==> src/slm_pkg.sv <==
// package: constants and types of the serial link control and alarm block
package slm_pkg;
  // ------------------------------------------------------------------
  // register map and values after reset
  // ------------------------------------------------------------------
  localparam logic [11:0] OFS_PP1 = 12'h037;
  localparam logic [11:0] OFS_SOFT_TRIG = 12'h06C;
  localparam logic [11:0] OFS_PP2 = 12'h29A;
  localparam logic [11:0] OFS_PP3 = 12'h29B;
  localparam logic [11:0] OFS_PP4 = 12'h29C;
  localparam logic [7:0] RST_PP1 = 8'h4B;
  localparam logic [7:0] RST_PP2 = 8'h0F;
  localparam logic [7:0] RST_PP3 = 8'h04;
  localparam logic [7:0] RST_PP4 = 8'h1B;
  localparam logic [7:0] RST_SOFT_TRIG = 8'h00;
  // ------------------------------------------------------------------
  // alarm bit positions
  // ------------------------------------------------------------------
  localparam int NALM = 6;
  localparam int LANES = 8;
  localparam int ALM_CPLL = 0;
  localparam int ALM_SPLL = 1;
  localparam int ALM_LINK = 2;
  localparam int ALM_SYSREF = 3;
  localparam int ALM_CLK = 4;
  localparam int ALM_FIFO = 5;
  // ------------------------------------------------------------------
  // timing: core transition delay after a calibration trigger
  // ------------------------------------------------------------------
  localparam int LP_DELAY_MIN_SMP = 500;
  localparam int LP_DELAY_MAX_SMP = 1000;
  localparam int SMP_PER_MCLK = 1;
  // aim at the middle of the window so both bounds keep margin
  localparam int LP_DELAY_CYC =
    (LP_DELAY_MIN_SMP + LP_DELAY_MAX_SMP) / (2 * SMP_PER_MCLK);
  localparam logic [9:0] LP_DELAY_LAST = 10'(LP_DELAY_CYC - 1);
  localparam logic [7:0] FRAME_CNT_RST = 8'h00;
  // ------------------------------------------------------------------
  // types
  // ------------------------------------------------------------------
  typedef enum logic [1:0] {TR_IDLE, TR_WAIT} slm_trig_state_t;
endpackage

==> src/slm_sticky.sv <==
// sticky flag vector: hardware sets, write-one clears, set wins
`timescale 1ns/10ps
module slm_sticky #(
  parameter int W = 6
) (
  input wire logic mclk,
  input wire logic rst,
  input wire logic ce,
  input wire logic [W-1:0] set,
  input wire logic clr_wr,
  input wire logic [W-1:0] clr,
  output logic [W-1:0] flags
);
  import slm_pkg::*;

  // ------------------------------------------------------------------
  // flag storage
  // ------------------------------------------------------------------
  // a set in the clearing cycle survives so no event is lost
  always_ff @(posedge mclk) begin
    if (rst) begin
      flags <= '0;
    end else if (ce) begin
      if (clr_wr) begin
        flags <= (flags & ~clr) | set;
      end else begin
        flags <= flags | set;
      end
    end
  end
endmodule // slm_sticky

==> src/slm_frame_clk.sv <==
// local multiframe / extended multiblock clock with sysref alignment
`timescale 1ns/10ps
module slm_frame_clk (
  input wire logic mclk,
  input wire logic rst,
  input wire logic ce,
  input wire logic run,
  input wire logic sysref_capture,
  input wire logic subclass0,
  input wire logic [7:0] frames_per_mf,
  output logic mf_edge,
  output logic realign
);
  import slm_pkg::*;

  logic [7:0] cnt;
  logic use_sysref;

  // subclass 0 ignores sysref: phase comes from enable time only
  assign use_sysref = sysref_capture && !subclass0;

  // ------------------------------------------------------------------
  // frame counter
  // ------------------------------------------------------------------
  // counter is held at zero while the link is off, so the phase starts at enable
  always_ff @(posedge mclk) begin
    if (rst || !run) begin
      cnt <= FRAME_CNT_RST;
      mf_edge <= 1'b0;
    end else if (ce) begin
      if (use_sysref) begin
        cnt <= FRAME_CNT_RST;
        mf_edge <= 1'b1;
      end else if (cnt == frames_per_mf) begin
        cnt <= FRAME_CNT_RST;
        mf_edge <= 1'b1;
      end else begin
        cnt <= cnt + 8'h01;
        mf_edge <= 1'b0;
      end
    end
  end

  // ------------------------------------------------------------------
  // realignment report
  // ------------------------------------------------------------------
  // a sysref that lands off the natural wrap moved the clock
  always_ff @(posedge mclk) begin
    if (rst || !run) begin
      realign <= 1'b0;
    end else if (ce) begin
      realign <= use_sysref && (cnt != frames_per_mf);
    end
  end
endmodule // slm_frame_clk

==> src/slm_link_ctrl.sv <==
// link control, alarm supervision and low power trigger timing
`timescale 1ns/10ps
module slm_link_ctrl (
  input wire logic mclk,
  input wire logic rst,
  input wire logic ce,
  input wire logic [11:0] reg_addr,
  input wire logic [7:0] reg_wdata,
  input wire logic reg_wr,
  output logic [7:0] reg_rdata,
  input wire logic link_enable,
  input wire logic [3:0] drive_emphasis_level,
  input wire logic enc_64b66b,
  input wire logic subclass0,
  input wire logic [7:0] frames_per_mf,
  input wire logic sysref_capture,
  input wire logic sync_request,
  input wire logic core_pll_locked,
  input wire logic ser_pll_locked,
  input wire logic link_in_data_state,
  input wire logic chan_a_clk,
  input wire logic chan_b_clk,
  input wire logic channel_a_powerdown,
  input wire logic channel_b_powerdown,
  input wire logic [slm_pkg::LANES-1:0] lane_fifo_fault,
  input wire logic alarm_clear_wr,
  input wire logic [slm_pkg::NALM-1:0] alarm_clear_bits,
  input wire logic [slm_pkg::LANES-1:0] lane_clear_bits,
  input wire logic [slm_pkg::NALM-1:0] alarm_mask_bits,
  input wire logic cal_status_sel,
  input wire logic cal_done,
  input wire logic lowpower_transition_trigger,
  input wire logic foreground_cal,
  input wire logic calibration_trigger_pin,
  output logic tx_logic_rst,
  output logic serializer_pd,
  output logic tx_clk_en,
  output logic fifo_reset,
  output logic [3:0] emphasis_drive,
  output logic lmfc_edge,
  output logic lemc_edge,
  output logic cgs_start,
  output logic [slm_pkg::NALM-1:0] alarm_status_bits,
  output logic [slm_pkg::LANES-1:0] lane_fifo_upset_flags,
  output logic clock_upset_flag,
  output logic alarm_summary,
  output logic cal_status_pin,
  output logic core_transition,
  output logic [7:0] power_profile_1,
  output logic [7:0] power_profile_2,
  output logic [7:0] power_profile_3,
  output logic [7:0] power_profile_4
);
  import slm_pkg::*;

  // ------------------------------------------------------------------
  // declarations
  // ------------------------------------------------------------------
  logic [7:0] calibration_soft_trigger;
  logic mf_edge;
  logic realign;
  logic [NALM-1:0] alarm_set;
  logic soft_trig_hit;
  logic trig_pin_q;
  logic trig_event;
  slm_trig_state_t trig_state;
  logic [9:0] trig_cnt;
  logic [10:0] since_trig;

  // address match, used by both the write and the read paths
  function automatic logic hit(input logic [11:0] a,
                               input logic [11:0] ofs);
    hit = (a == ofs);
  endfunction

  // ------------------------------------------------------------------
  // link enable gating
  // ------------------------------------------------------------------
  // registered so reset and clock gate change together on one edge
  always_ff @(posedge mclk) begin
    if (rst) begin
      tx_logic_rst <= 1'b1;
      serializer_pd <= 1'b1;
      tx_clk_en <= 1'b0;
      fifo_reset <= 1'b1;
    end else if (ce) begin
      tx_logic_rst <= !link_enable;
      serializer_pd <= !link_enable;
      tx_clk_en <= link_enable;
      fifo_reset <= !link_enable;
    end
  end

  // ------------------------------------------------------------------
  // drive emphasis
  // ------------------------------------------------------------------
  // level is copied unchanged while the link is enabled and held while it is off; drivers scale monotonic with it
  always_ff @(posedge mclk) begin
    if (rst) begin
      emphasis_drive <= 4'h0;
    end else if (ce && link_enable) begin
      emphasis_drive <= drive_emphasis_level;
    end
  end

  // ------------------------------------------------------------------
  // frame clock and alignment start
  // ------------------------------------------------------------------
  slm_frame_clk u_frame (
    .mclk(mclk),
    .rst(rst),
    .ce(ce),
    .run(link_enable),
    .sysref_capture(sysref_capture),
    .subclass0(subclass0),
    .frames_per_mf(frames_per_mf),
    .mf_edge(mf_edge),
    .realign(realign)
  );

  // the one counter serves as either clock, named by the coding
  assign lmfc_edge = mf_edge && !enc_64b66b;
  assign lemc_edge = mf_edge && enc_64b66b;

  // sync request starts code group sync in either subclass
  always_ff @(posedge mclk) begin
    if (rst) begin
      cgs_start <= 1'b0;
    end else if (ce) begin
      cgs_start <= link_enable && !enc_64b66b && sync_request;
    end
  end

  // ------------------------------------------------------------------
  // alarm sources
  // ------------------------------------------------------------------
  // clock compare needs both channels up and the link running
  always_comb begin
    alarm_set = '0;
    alarm_set[ALM_CPLL] = !core_pll_locked;
    alarm_set[ALM_SPLL] = !ser_pll_locked;
    alarm_set[ALM_LINK] = !link_in_data_state;
    alarm_set[ALM_SYSREF] = realign;
    alarm_set[ALM_CLK] = link_enable && !channel_a_powerdown
      && !channel_b_powerdown && (chan_a_clk != chan_b_clk);
    alarm_set[ALM_FIFO] = |lane_fifo_fault;
  end

  slm_sticky #(.W(NALM)) u_alarm (
    .mclk(mclk),
    .rst(rst),
    .ce(ce),
    .set(alarm_set),
    .clr_wr(alarm_clear_wr),
    .clr(alarm_clear_bits),
    .flags(alarm_status_bits)
  );

  slm_sticky #(.W(LANES)) u_lane (
    .mclk(mclk),
    .rst(rst),
    .ce(ce),
    .set(lane_fifo_fault),
    .clr_wr(alarm_clear_wr),
    .clr(lane_clear_bits),
    .flags(lane_fifo_upset_flags)
  );

  assign clock_upset_flag = alarm_status_bits[ALM_CLK];

  // ------------------------------------------------------------------
  // summary alarm and status pin
  // ------------------------------------------------------------------
  // one cycle behind the status bits, so software sees a stable pair
  always_ff @(posedge mclk) begin
    if (rst) begin
      alarm_summary <= 1'b0;
    end else if (ce) begin
      alarm_summary <= |(alarm_status_bits & ~alarm_mask_bits);
    end
  end

  assign cal_status_pin = cal_status_sel ? alarm_summary : cal_done;

  // ------------------------------------------------------------------
  // power registers and soft trigger
  // ------------------------------------------------------------------
  // values are only taken by the analog side; order of writes is free
  always_ff @(posedge mclk) begin
    if (rst) begin
      power_profile_1 <= RST_PP1;
      power_profile_2 <= RST_PP2;
      power_profile_3 <= RST_PP3;
      power_profile_4 <= RST_PP4;
      calibration_soft_trigger <= RST_SOFT_TRIG;
    end else if (ce && reg_wr) begin
      if (hit(reg_addr, OFS_PP1)) begin
        power_profile_1 <= reg_wdata;
      end
      if (hit(reg_addr, OFS_PP2)) begin
        power_profile_2 <= reg_wdata;
      end
      if (hit(reg_addr, OFS_PP3)) begin
        power_profile_3 <= reg_wdata;
      end
      if (hit(reg_addr, OFS_PP4)) begin
        power_profile_4 <= reg_wdata;
      end
      if (hit(reg_addr, OFS_SOFT_TRIG)) begin
        calibration_soft_trigger <= reg_wdata;
      end
    end
  end

  // read data is registered; unmapped addresses read zero
  always_ff @(posedge mclk) begin
    if (rst) begin
      reg_rdata <= 8'h00;
    end else if (ce) begin
      if (hit(reg_addr, OFS_PP1)) begin
        reg_rdata <= power_profile_1;
      end else if (hit(reg_addr, OFS_PP2)) begin
        reg_rdata <= power_profile_2;
      end else if (hit(reg_addr, OFS_PP3)) begin
        reg_rdata <= power_profile_3;
      end else if (hit(reg_addr, OFS_PP4)) begin
        reg_rdata <= power_profile_4;
      end else if (hit(reg_addr, OFS_SOFT_TRIG)) begin
        reg_rdata <= calibration_soft_trigger;
      end else begin
        reg_rdata <= 8'h00;
      end
    end
  end

  // ------------------------------------------------------------------
  // calibration trigger timing
  // ------------------------------------------------------------------
  assign soft_trig_hit = reg_wr && hit(reg_addr, OFS_SOFT_TRIG);

  // pin is synchronous; a rising level is one trigger
  always_ff @(posedge mclk) begin
    if (rst) begin
      trig_pin_q <= 1'b0;
    end else if (ce) begin
      trig_pin_q <= calibration_trigger_pin;
    end
  end

  assign trig_event = soft_trig_hit
    || (calibration_trigger_pin && !trig_pin_q);

  // a trigger during a running wait is dropped, not queued
  always_ff @(posedge mclk) begin
    if (rst) begin
      trig_state <= TR_IDLE;
      trig_cnt <= 10'h000;
      core_transition <= 1'b0;
    end else if (ce) begin
      core_transition <= 1'b0;
      case (trig_state)
        TR_IDLE: begin
          trig_cnt <= 10'h000;
          if (trig_event && lowpower_transition_trigger
              && !foreground_cal) begin
            trig_state <= TR_WAIT;
          end
        end
        TR_WAIT: begin
          if (foreground_cal) begin
            trig_state <= TR_IDLE;
          end else if (trig_cnt == LP_DELAY_LAST) begin
            core_transition <= 1'b1;
            trig_state <= TR_IDLE;
          end else begin
            trig_cnt <= trig_cnt + 10'h001;
          end
        end
        default: begin
          trig_state <= TR_IDLE;
        end
      endcase
    end
  end

  // helper for checks: cycles since the trigger was accepted
  always_ff @(posedge mclk) begin
    if (rst) begin
      since_trig <= 11'h000;
    end else if (ce) begin
      if (trig_state == TR_IDLE) begin
        since_trig <= 11'h000;
      end else begin
        since_trig <= since_trig + 11'h001;
      end
    end
  end

  // ------------------------------------------------------------------
  // checks
  // ------------------------------------------------------------------
  chk_link_off_hold: assert property (@(posedge mclk) disable iff (rst)
    ce && !link_enable |=> tx_logic_rst && serializer_pd && !tx_clk_en)
    else $error("tx section not held off while link disabled");
  chk_emph_follow: assert property (@(posedge mclk) disable iff (rst)
    ce && link_enable |=> emphasis_drive == $past(drive_emphasis_level))
    else $error("emphasis drive does not follow level");
  chk_sysref_edge: assert property (@(posedge mclk) disable iff (rst)
    ce && link_enable && !subclass0 && sysref_capture
    |=> (enc_64b66b ? lemc_edge : lmfc_edge))
    else $error("sysref did not reset the frame clock");
  chk_cgs_start: assert property (@(posedge mclk) disable iff (rst)
    ce && link_enable && !enc_64b66b && sync_request |=> cgs_start)
    else $error("sync request did not start code group sync");
  chk_alarm_hold: assert property (@(posedge mclk) disable iff (rst)
    ce && !alarm_clear_wr
    |=> (alarm_status_bits & $past(alarm_status_bits))
        == $past(alarm_status_bits))
    else $error("alarm bit dropped without a clear");
  chk_alarm_clear: assert property (@(posedge mclk) disable iff (rst)
    ce && alarm_clear_wr
    |=> (alarm_status_bits & $past(alarm_clear_bits)
         & ~$past(alarm_set)) == '0)
    else $error("write of one did not clear alarm bit");
  chk_summary_or: assert property (@(posedge mclk) disable iff (rst)
    ce |=> alarm_summary
      == |($past(alarm_status_bits) & ~$past(alarm_mask_bits)))
    else $error("summary alarm does not match unmasked bits");
  chk_cal_status_pin_alarm: assert property (@(posedge mclk) disable iff (rst)
    cal_status_sel && alarm_summary |-> cal_status_pin)
    else $error("status pin low during alarm");
  chk_clk_upset: assert property (@(posedge mclk) disable iff (rst)
    ce && link_enable && !channel_a_powerdown && !channel_b_powerdown
    && (chan_a_clk != chan_b_clk) |=> clock_upset_flag)
    else $error("clock mismatch not flagged");
  chk_lane_flag: assert property (@(posedge mclk) disable iff (rst)
    ce |=> (lane_fifo_upset_flags & $past(lane_fifo_fault))
      == $past(lane_fifo_fault))
    else $error("lane fifo upset not flagged");
  chk_fifo_reset: assert property (@(posedge mclk) disable iff (rst)
    ce && !link_enable ##1 ce && link_enable |-> fifo_reset ##1 !fifo_reset)
    else $error("link toggle did not pulse fifo reset");
  chk_trig_window: assert property (@(posedge mclk) disable iff (rst)
    core_transition |-> since_trig >= 11'(LP_DELAY_MIN_SMP / SMP_PER_MCLK)
      && since_trig <= 11'(LP_DELAY_MAX_SMP / SMP_PER_MCLK))
    else $error("core transition outside delay window");
  chk_no_fg_trans: assert property (@(posedge mclk) disable iff (rst)
    $past(foreground_cal) |-> !core_transition)
    else $error("core transition in foreground mode");
  cov_trigger: cover property (@(posedge mclk) disable iff (rst)
    core_transition);
  cov_clk_alarm: cover property (@(posedge mclk) disable iff (rst)
    !clock_upset_flag ##1 clock_upset_flag);
  cov_realign: cover property (@(posedge mclk) disable iff (rst)
    alarm_status_bits[ALM_SYSREF]);
endmodule // slm_link_ctrl

==> config.mk <==
export PLATFORM = sky130hd
export DESIGN_NAME = slm_link_ctrl
export DESIGN_NICKNAME = d
export VERILOG_FILES = /design/src/slm_pkg.sv /design/src/slm_sticky.sv /design/src/slm_frame_clk.sv /design/src/slm_link_ctrl.sv
export SDC_FILE = /design/constraint.sdc
export NUM_CORES = 1
export LEC_CHECK = 0
export BUFFER_PORTS_ARGS = -buffer_cell sky130_fd_sc_hd__buf_2
export CORE_UTILIZATION = 42
export CTS_BUF_LIST = sky130_fd_sc_hd__clkbuf_16
export DETAILED_ROUTE_END_ITERATION = 16
export PLACE_DENSITY = 0.76
export SETUP_SLACK_MARGIN = 0.4
export SLEW_MARGIN = 20
export SYNTH_ARGS = -nofsm -noshare
export SYNTH_HDL_FRONTEND = slang
export SYNTH_SLANG_ARGS = --single-unit
==> constraint.sdc <==
create_clock -name mclk -period 2 [get_ports mclk]
set_input_delay 0.2 -clock mclk [delete_from_list [all_inputs] [get_ports mclk]]
set_output_delay 0.2 -clock mclk [all_outputs]
set_load 0.05 [all_outputs]
Word-level counts from Yosys, hierarchy flattened
Cells that the tools add are included.
Storage, ports and cells
  flip-flop bits (word level): 94
  logic and storage cells: 106
  output and inout port bits: 69
  input port bits: 82
Cells by class
  equality and inequality tests: 14
  bitwise gates (word level): 10
  reduce and logical (&&, ||, !) cells: 38
  muxes and demuxes: 22
  add/sub/neg operators: 2
Operators by type and width (count)
  8-bit two-way mux: 8
  12-bit by 10-bit == test with 1-bit output (second input constant): 3
  10-bit two-way mux: 2
  10-bit case mux with 2 select lines: 1
  8-bit bitwise OR: 2
  1-bit logical AND: 15
  6-bit AND: 2
  12-bit by 6-bit == test with 1-bit output (second input constant): 1
  12-bit by 7-bit == test with 1-bit output (second input constant): 1
  6-bit NOT: 2
  6-bit bitwise OR: 2
  10-bit by 1-bit adder with 10-bit output (second input constant): 1
  10-bit == test (second input constant): 1
  1-bit zero test: 10
  2-bit AND reduction: 5
  8-bit by 1-bit adder with 8-bit output (second input constant): 1
  8-bit AND: 1
  8-bit == test: 1
  8-bit inequality test: 1
  8-bit NOT: 1
  8-bit OR reduction: 1
  1-bit two-way mux: 6
  2-bit two-way mux: 3
  6-bit two-way mux: 1
  11 further kinds: 14

Longest topological paths before layout
  depth in word-level cells: 7
  mapped depth: 7
  mapped depth without buffers: 7

By module
A second synthesis with hierarchy kept.
Second synthesis, totals
  cells, all modules: 537
  area total of the unflattened synthesis: 4663.2 um^2
By module, submodules not included
  slm_link_ctrl: area each 3403.3 um^2, sequential area each 1381.3 um^2, cells each 416, instances 1
  slm_frame_clk: area each 591.8 um^2, sequential area each 200.2 um^2, cells each 61, instances 1
  slm_sticky (u_lane): area each 386.6 um^2, sequential area each 160.2 um^2, cells each 35, instances 1
  slm_sticky (u_alarm): area each 281.5 um^2, sequential area each 120.1 um^2, cells each 25, instances 1

Worst setup path before layout
OpenSTA, ideal clock, no wires.
  path kind: reg-to-reg
  from: register trig_cnt[0]
  to: register trig_cnt[8]
  library setup time: 0.122 ns
  buffers on the path: 0
  period minus slack after synthesis: 1.706 ns
  slack: 0.294 ns
  arrival: 1.584 ns
  data required time: 1.878 ns
  cell stages (with the launch flop): 7
  path through: dfxtp_1 -> ha_1 -> nand4b_1 -> o31ai_1 -> a211oi_1 -> xnor2_1 -> nor2_1
On the way
  longest elaborated chain between the ends: 4
  elaborated cells between the ends (all ways): 7
  those cells by class: 1 x add/sub; 2 x eq/ne; 3 x mux; 1 x reduce/logical
Ends and longest elaborated chain
  start: declaration: line slm_link_ctrl.sv:67  | logic [9:0] trig_cnt;
  start signal: assignment: line slm_link_ctrl.sv:276  | trig_cnt <= trig_cnt + 10'h001;
  10-bit by 1-bit adder with 10-bit output: line slm_link_ctrl.sv:276
  10-bit two-way mux: line slm_link_ctrl.sv:272  | end else if (trig_cnt == LP_DELAY_LAST) begin
  10-bit two-way mux: line slm_link_ctrl.sv:270  | if (foreground_cal) begin
  10-bit case mux with 2 select lines: line slm_link_ctrl.sv:261  | case (trig_state)
Parallel ways exist; a longest one is shown, timed or not. The select of a mux whose other input is x is not followed.
A chain may end at the register's enable or synchronous reset.

Final worst setup path
  from: register trig_cnt[1]
  to: register trig_cnt[4]
Same word-level chain as after synthesis.

==> results_dict.tcl <==
set metrics [dict create \
    root_buffer "clkbuf_16" \
    startpoint "trig_cnt[1]" \
    critical_path.top_delay_family "flip-flops" \
    reg2regPathDepth 8 \
    detail_route.first_pass.iterations 7 \
    pin_count 151 \
    skew_ns 0.00730 \
    hpwl_microns 8980 \
    gp_congestion 0.865 \
    first_global_vias 4029 \
    drc 0 \
    diodes 0 \
    antenna_found_initial 0 \
    synthCells 530 \
    power_density_mw_per_mm2 720 \
    die_area_sq_mm 0.0109 \
    worst_slack_ns 0.422 \
    synth_warnings 0 \
    hp-start "drive_emphasis_level[1]" \
    path_buf_inv 2 \
    slowest_delay_ns 0.37 \
    synth_top_area_share_pct 42.4 \
    synth_area_leaders "dfxtp_1, nand2_1, nor2_1" \
    clock_latency_ns 0.34 \
    path_class "reg2reg" \
    yosysSeqAreaShare_pct 42.4 \
    drtIter0Drc 211 \
    die_h_microns 104 \
    cp_slowest_cell "dfxtp_4" \
    clockBufferDepth 2 \
    path_max_fanout 7 \
    worst_ir_drop_vdd_mv 0.398 \
    layout-drive-gt1-share_pct 30.8 \
    maxCapViolCount 0 \
    r2r-end "trig_cnt[4]" \
    relSlewSlack_pct 61.4 \
    crit_end "trig_cnt[4]" \
    antenna_left 0 \
    critical_path_required_ns 2.23 \
    area_growth_pct 30.7 \
    cts_tree "yes" \
    nNetsFinal 764 \
    avgViaCountPerCell 5.26 \
    synth.largest_area_cell "dfxtp_1" \
    tightest_slew_ns 0.580 \
    grt_pass1_wl_microns 19300 \
    finalSetupTns_ns 0 \
    wl_microns 12000 \
    cp.depth 8 \
    finalCritPeriodShare_pct 78.9 \
    drv_slew 0 \
    cts_sinks 93 \
    place_ws_ns 0.258 \
    crit_chain "inv_4 -> ha_4 -> nand4b_1 -> o31ai_4 -> buf_4 -> a21oi_1 -> xnor2_1 -> nor2_1" \
    grt_setup_unrepaired "true" \
    p_leak_nw 2.41 \
    hold_viol_final 0 \
    ys_ff_latch 93 \
    reg2reg_from "trig_cnt[1]" \
    h-tree-depth 3 \
    async_flop_share_pct 0 \
    holdWs_ns 0.0959 \
    port_buffers 150 \
    coreArea_sq_mm 0.00995 \
    max_freq_mhz 634 \
    reg2reg_slack_ns 0.42 \
    yosys_most_used_dff "dfxtp_1" \
    cts.clk_slew.worst_paths_ns 0.07 \
    setup_viol 0 \
    mappedNetlistArea_sq_mm 0.00439 \
    post-synth-top-count-cell "dfxtp_1" \
    grt_max_degree 30 \
    fp.dieW_microns 104 \
    routedWlPerCell_microns 14.7 \
    via_count 4297 \
    cp-end-kind "flip-flop" \
    grt_usage_pct 21.8 \
    avgSynthCellArea_sq_um 8.28 \
    fp-row-count 36 \
    syn_nets 615 \
    synthTopCellsByCount "dfxtp_1, nand2_1, nor2_1, a21oi_1, inv_1" \
    critPathArrivalTime_ns 1.81 \
    synth_edf_count 0 \
    start_kind "flip-flop" \
    post-route-min-period_ns 1.58 \
    outcome "completed" \
    whs_path_depth 3 \
    numCtsBuffers 9 \
    hp-class "in2reg" \
    start_util_pct 44.1 \
    final_util_pct 57.6 \
    gr-total-overflow 0 \
    ys_types 55 \
]
-- state kept, by name (all words and copies together), names as in the netlist --
signal and flops:
power_profile_4 8, fifo_reset 1, reg_rdata 8, power_profile_3 8, trig_state 1, calibration_soft_trigger 8, tx_clk_en 1, alarm_summary 1
cgs_start 1, u_alarm.flags 6, u_frame.realign 1, trig_pin_q 1, emphasis_drive 4, trig_cnt 10, power_profile_1 8, power_profile_2 8
u_frame.cnt 8, core_transition 1, u_frame.mf_edge 1, u_lane.flags 8
-- power breakdown --
group,total (mW),internal [mW],switching [mW]
combinational,0.462,0.161,0.301
sequential,1.90,1.88,0.0188
clock,1.77,1.00,0.771
total,4.13,3.04,1.09
-- how the worst min path moves through the flow --
stage / endpoint
6_report: emphasis_drive[1]
3_3_place_gp: emphasis_drive[1]
5_1_grt: emphasis_drive[1]
2_1_floorplan: power_profile_1[0]
3_5_place_dp: emphasis_drive[1]
4_1_cts: emphasis_drive[1]
-- through the flow --
stage          cells  area, sq um  power, mW
2_1_floorplan    530         4400       2.21
3_3_place_gp     798         5310       2.38
3_5_place_dp     798         5310       2.39
4_1_cts          814         5650       4.16
5_1_grt          817         5740       4.29
6_report         817         5740       4.13
-- layout make-up --
class	count	area [sq um]
sequential	93	1870
timing repair buffer	167	903
multi-input combinational	380	2380
clock buffer	9	225
inverter	28	108
clock inverter	7	87.6
fill	928	4220
tap	133	166
-- worst reg2reg max path: stages, from the launching register on --
cell and delay [ns]:
dfxtp_4 0.37, inv_4 0.06, ha_4 0.12, nand4b_1 0.16, o31ai_4 0.25, buf_4 0.20
a21oi_1 0.10, xnor2_1 0.17, nor2_1 0.05
-- placed cells by master (no fill, tap or decap), drive strengths merged, types with 3 or more instances in the layout --
cell,Yosys,routed
nand4b,4,4
xnor2,11,11
o21ai,12,12
dfxtp,93,93
nor2,70,70
mux2i,21,21
clkbuf,21,9
a211o,13,13
nor4,5,5
nor2b,10,10
a21o,8,8
a21boi,3,3
o31ai,4,4
a22oi,9,9
nor3,8,8
ha,3,3
a2bb2oi,3,3
a21oi,47,47
nand3b,6,6
xor2,11,11
inv,28,32
and2,4,4
buf,8,167
nand4,7,7
nand3,6,6
a31oi,6,6
nand2,74,74
o22ai,11,11
and3b,3,3
-- routing by layer --
| metal | routed length [microns] | track usage, % | vias up |
|---|---|---|---|
| met5 | 0 | 0 | - |
| met4 | 206 | 7.65 | 0 |
| met3 | 707 | 4.14 | 16 |
| met2 | 6060 | 39.4 | 174 |
| met1 | 5030 | 25.5 | 1979 |
| li1 | - | - | 2128 |
-- what timing repair did --
item | in CTS | in global routing
pin swaps | 1 | 8
hold buffers | 0 | 0
setup endpoints to repair | 17 | 18
gates cloned | 0 | 0
setup buffers | 0 | 3
gates resized for setup | 5 | 17
-- logic make-up after synthesis --
family	Yosys count	synth area share, %
AOI/OAI and AO/OA	124	17.9
xor gates and xnor gates	22	4.39
adders and majority gates	3	0.855
buffers and inverters	57	5.41
DFF	93	42.4
muxes	22	5.04
and+or+nand+nor	209	24.0
(Power assumes the default switching activity.)
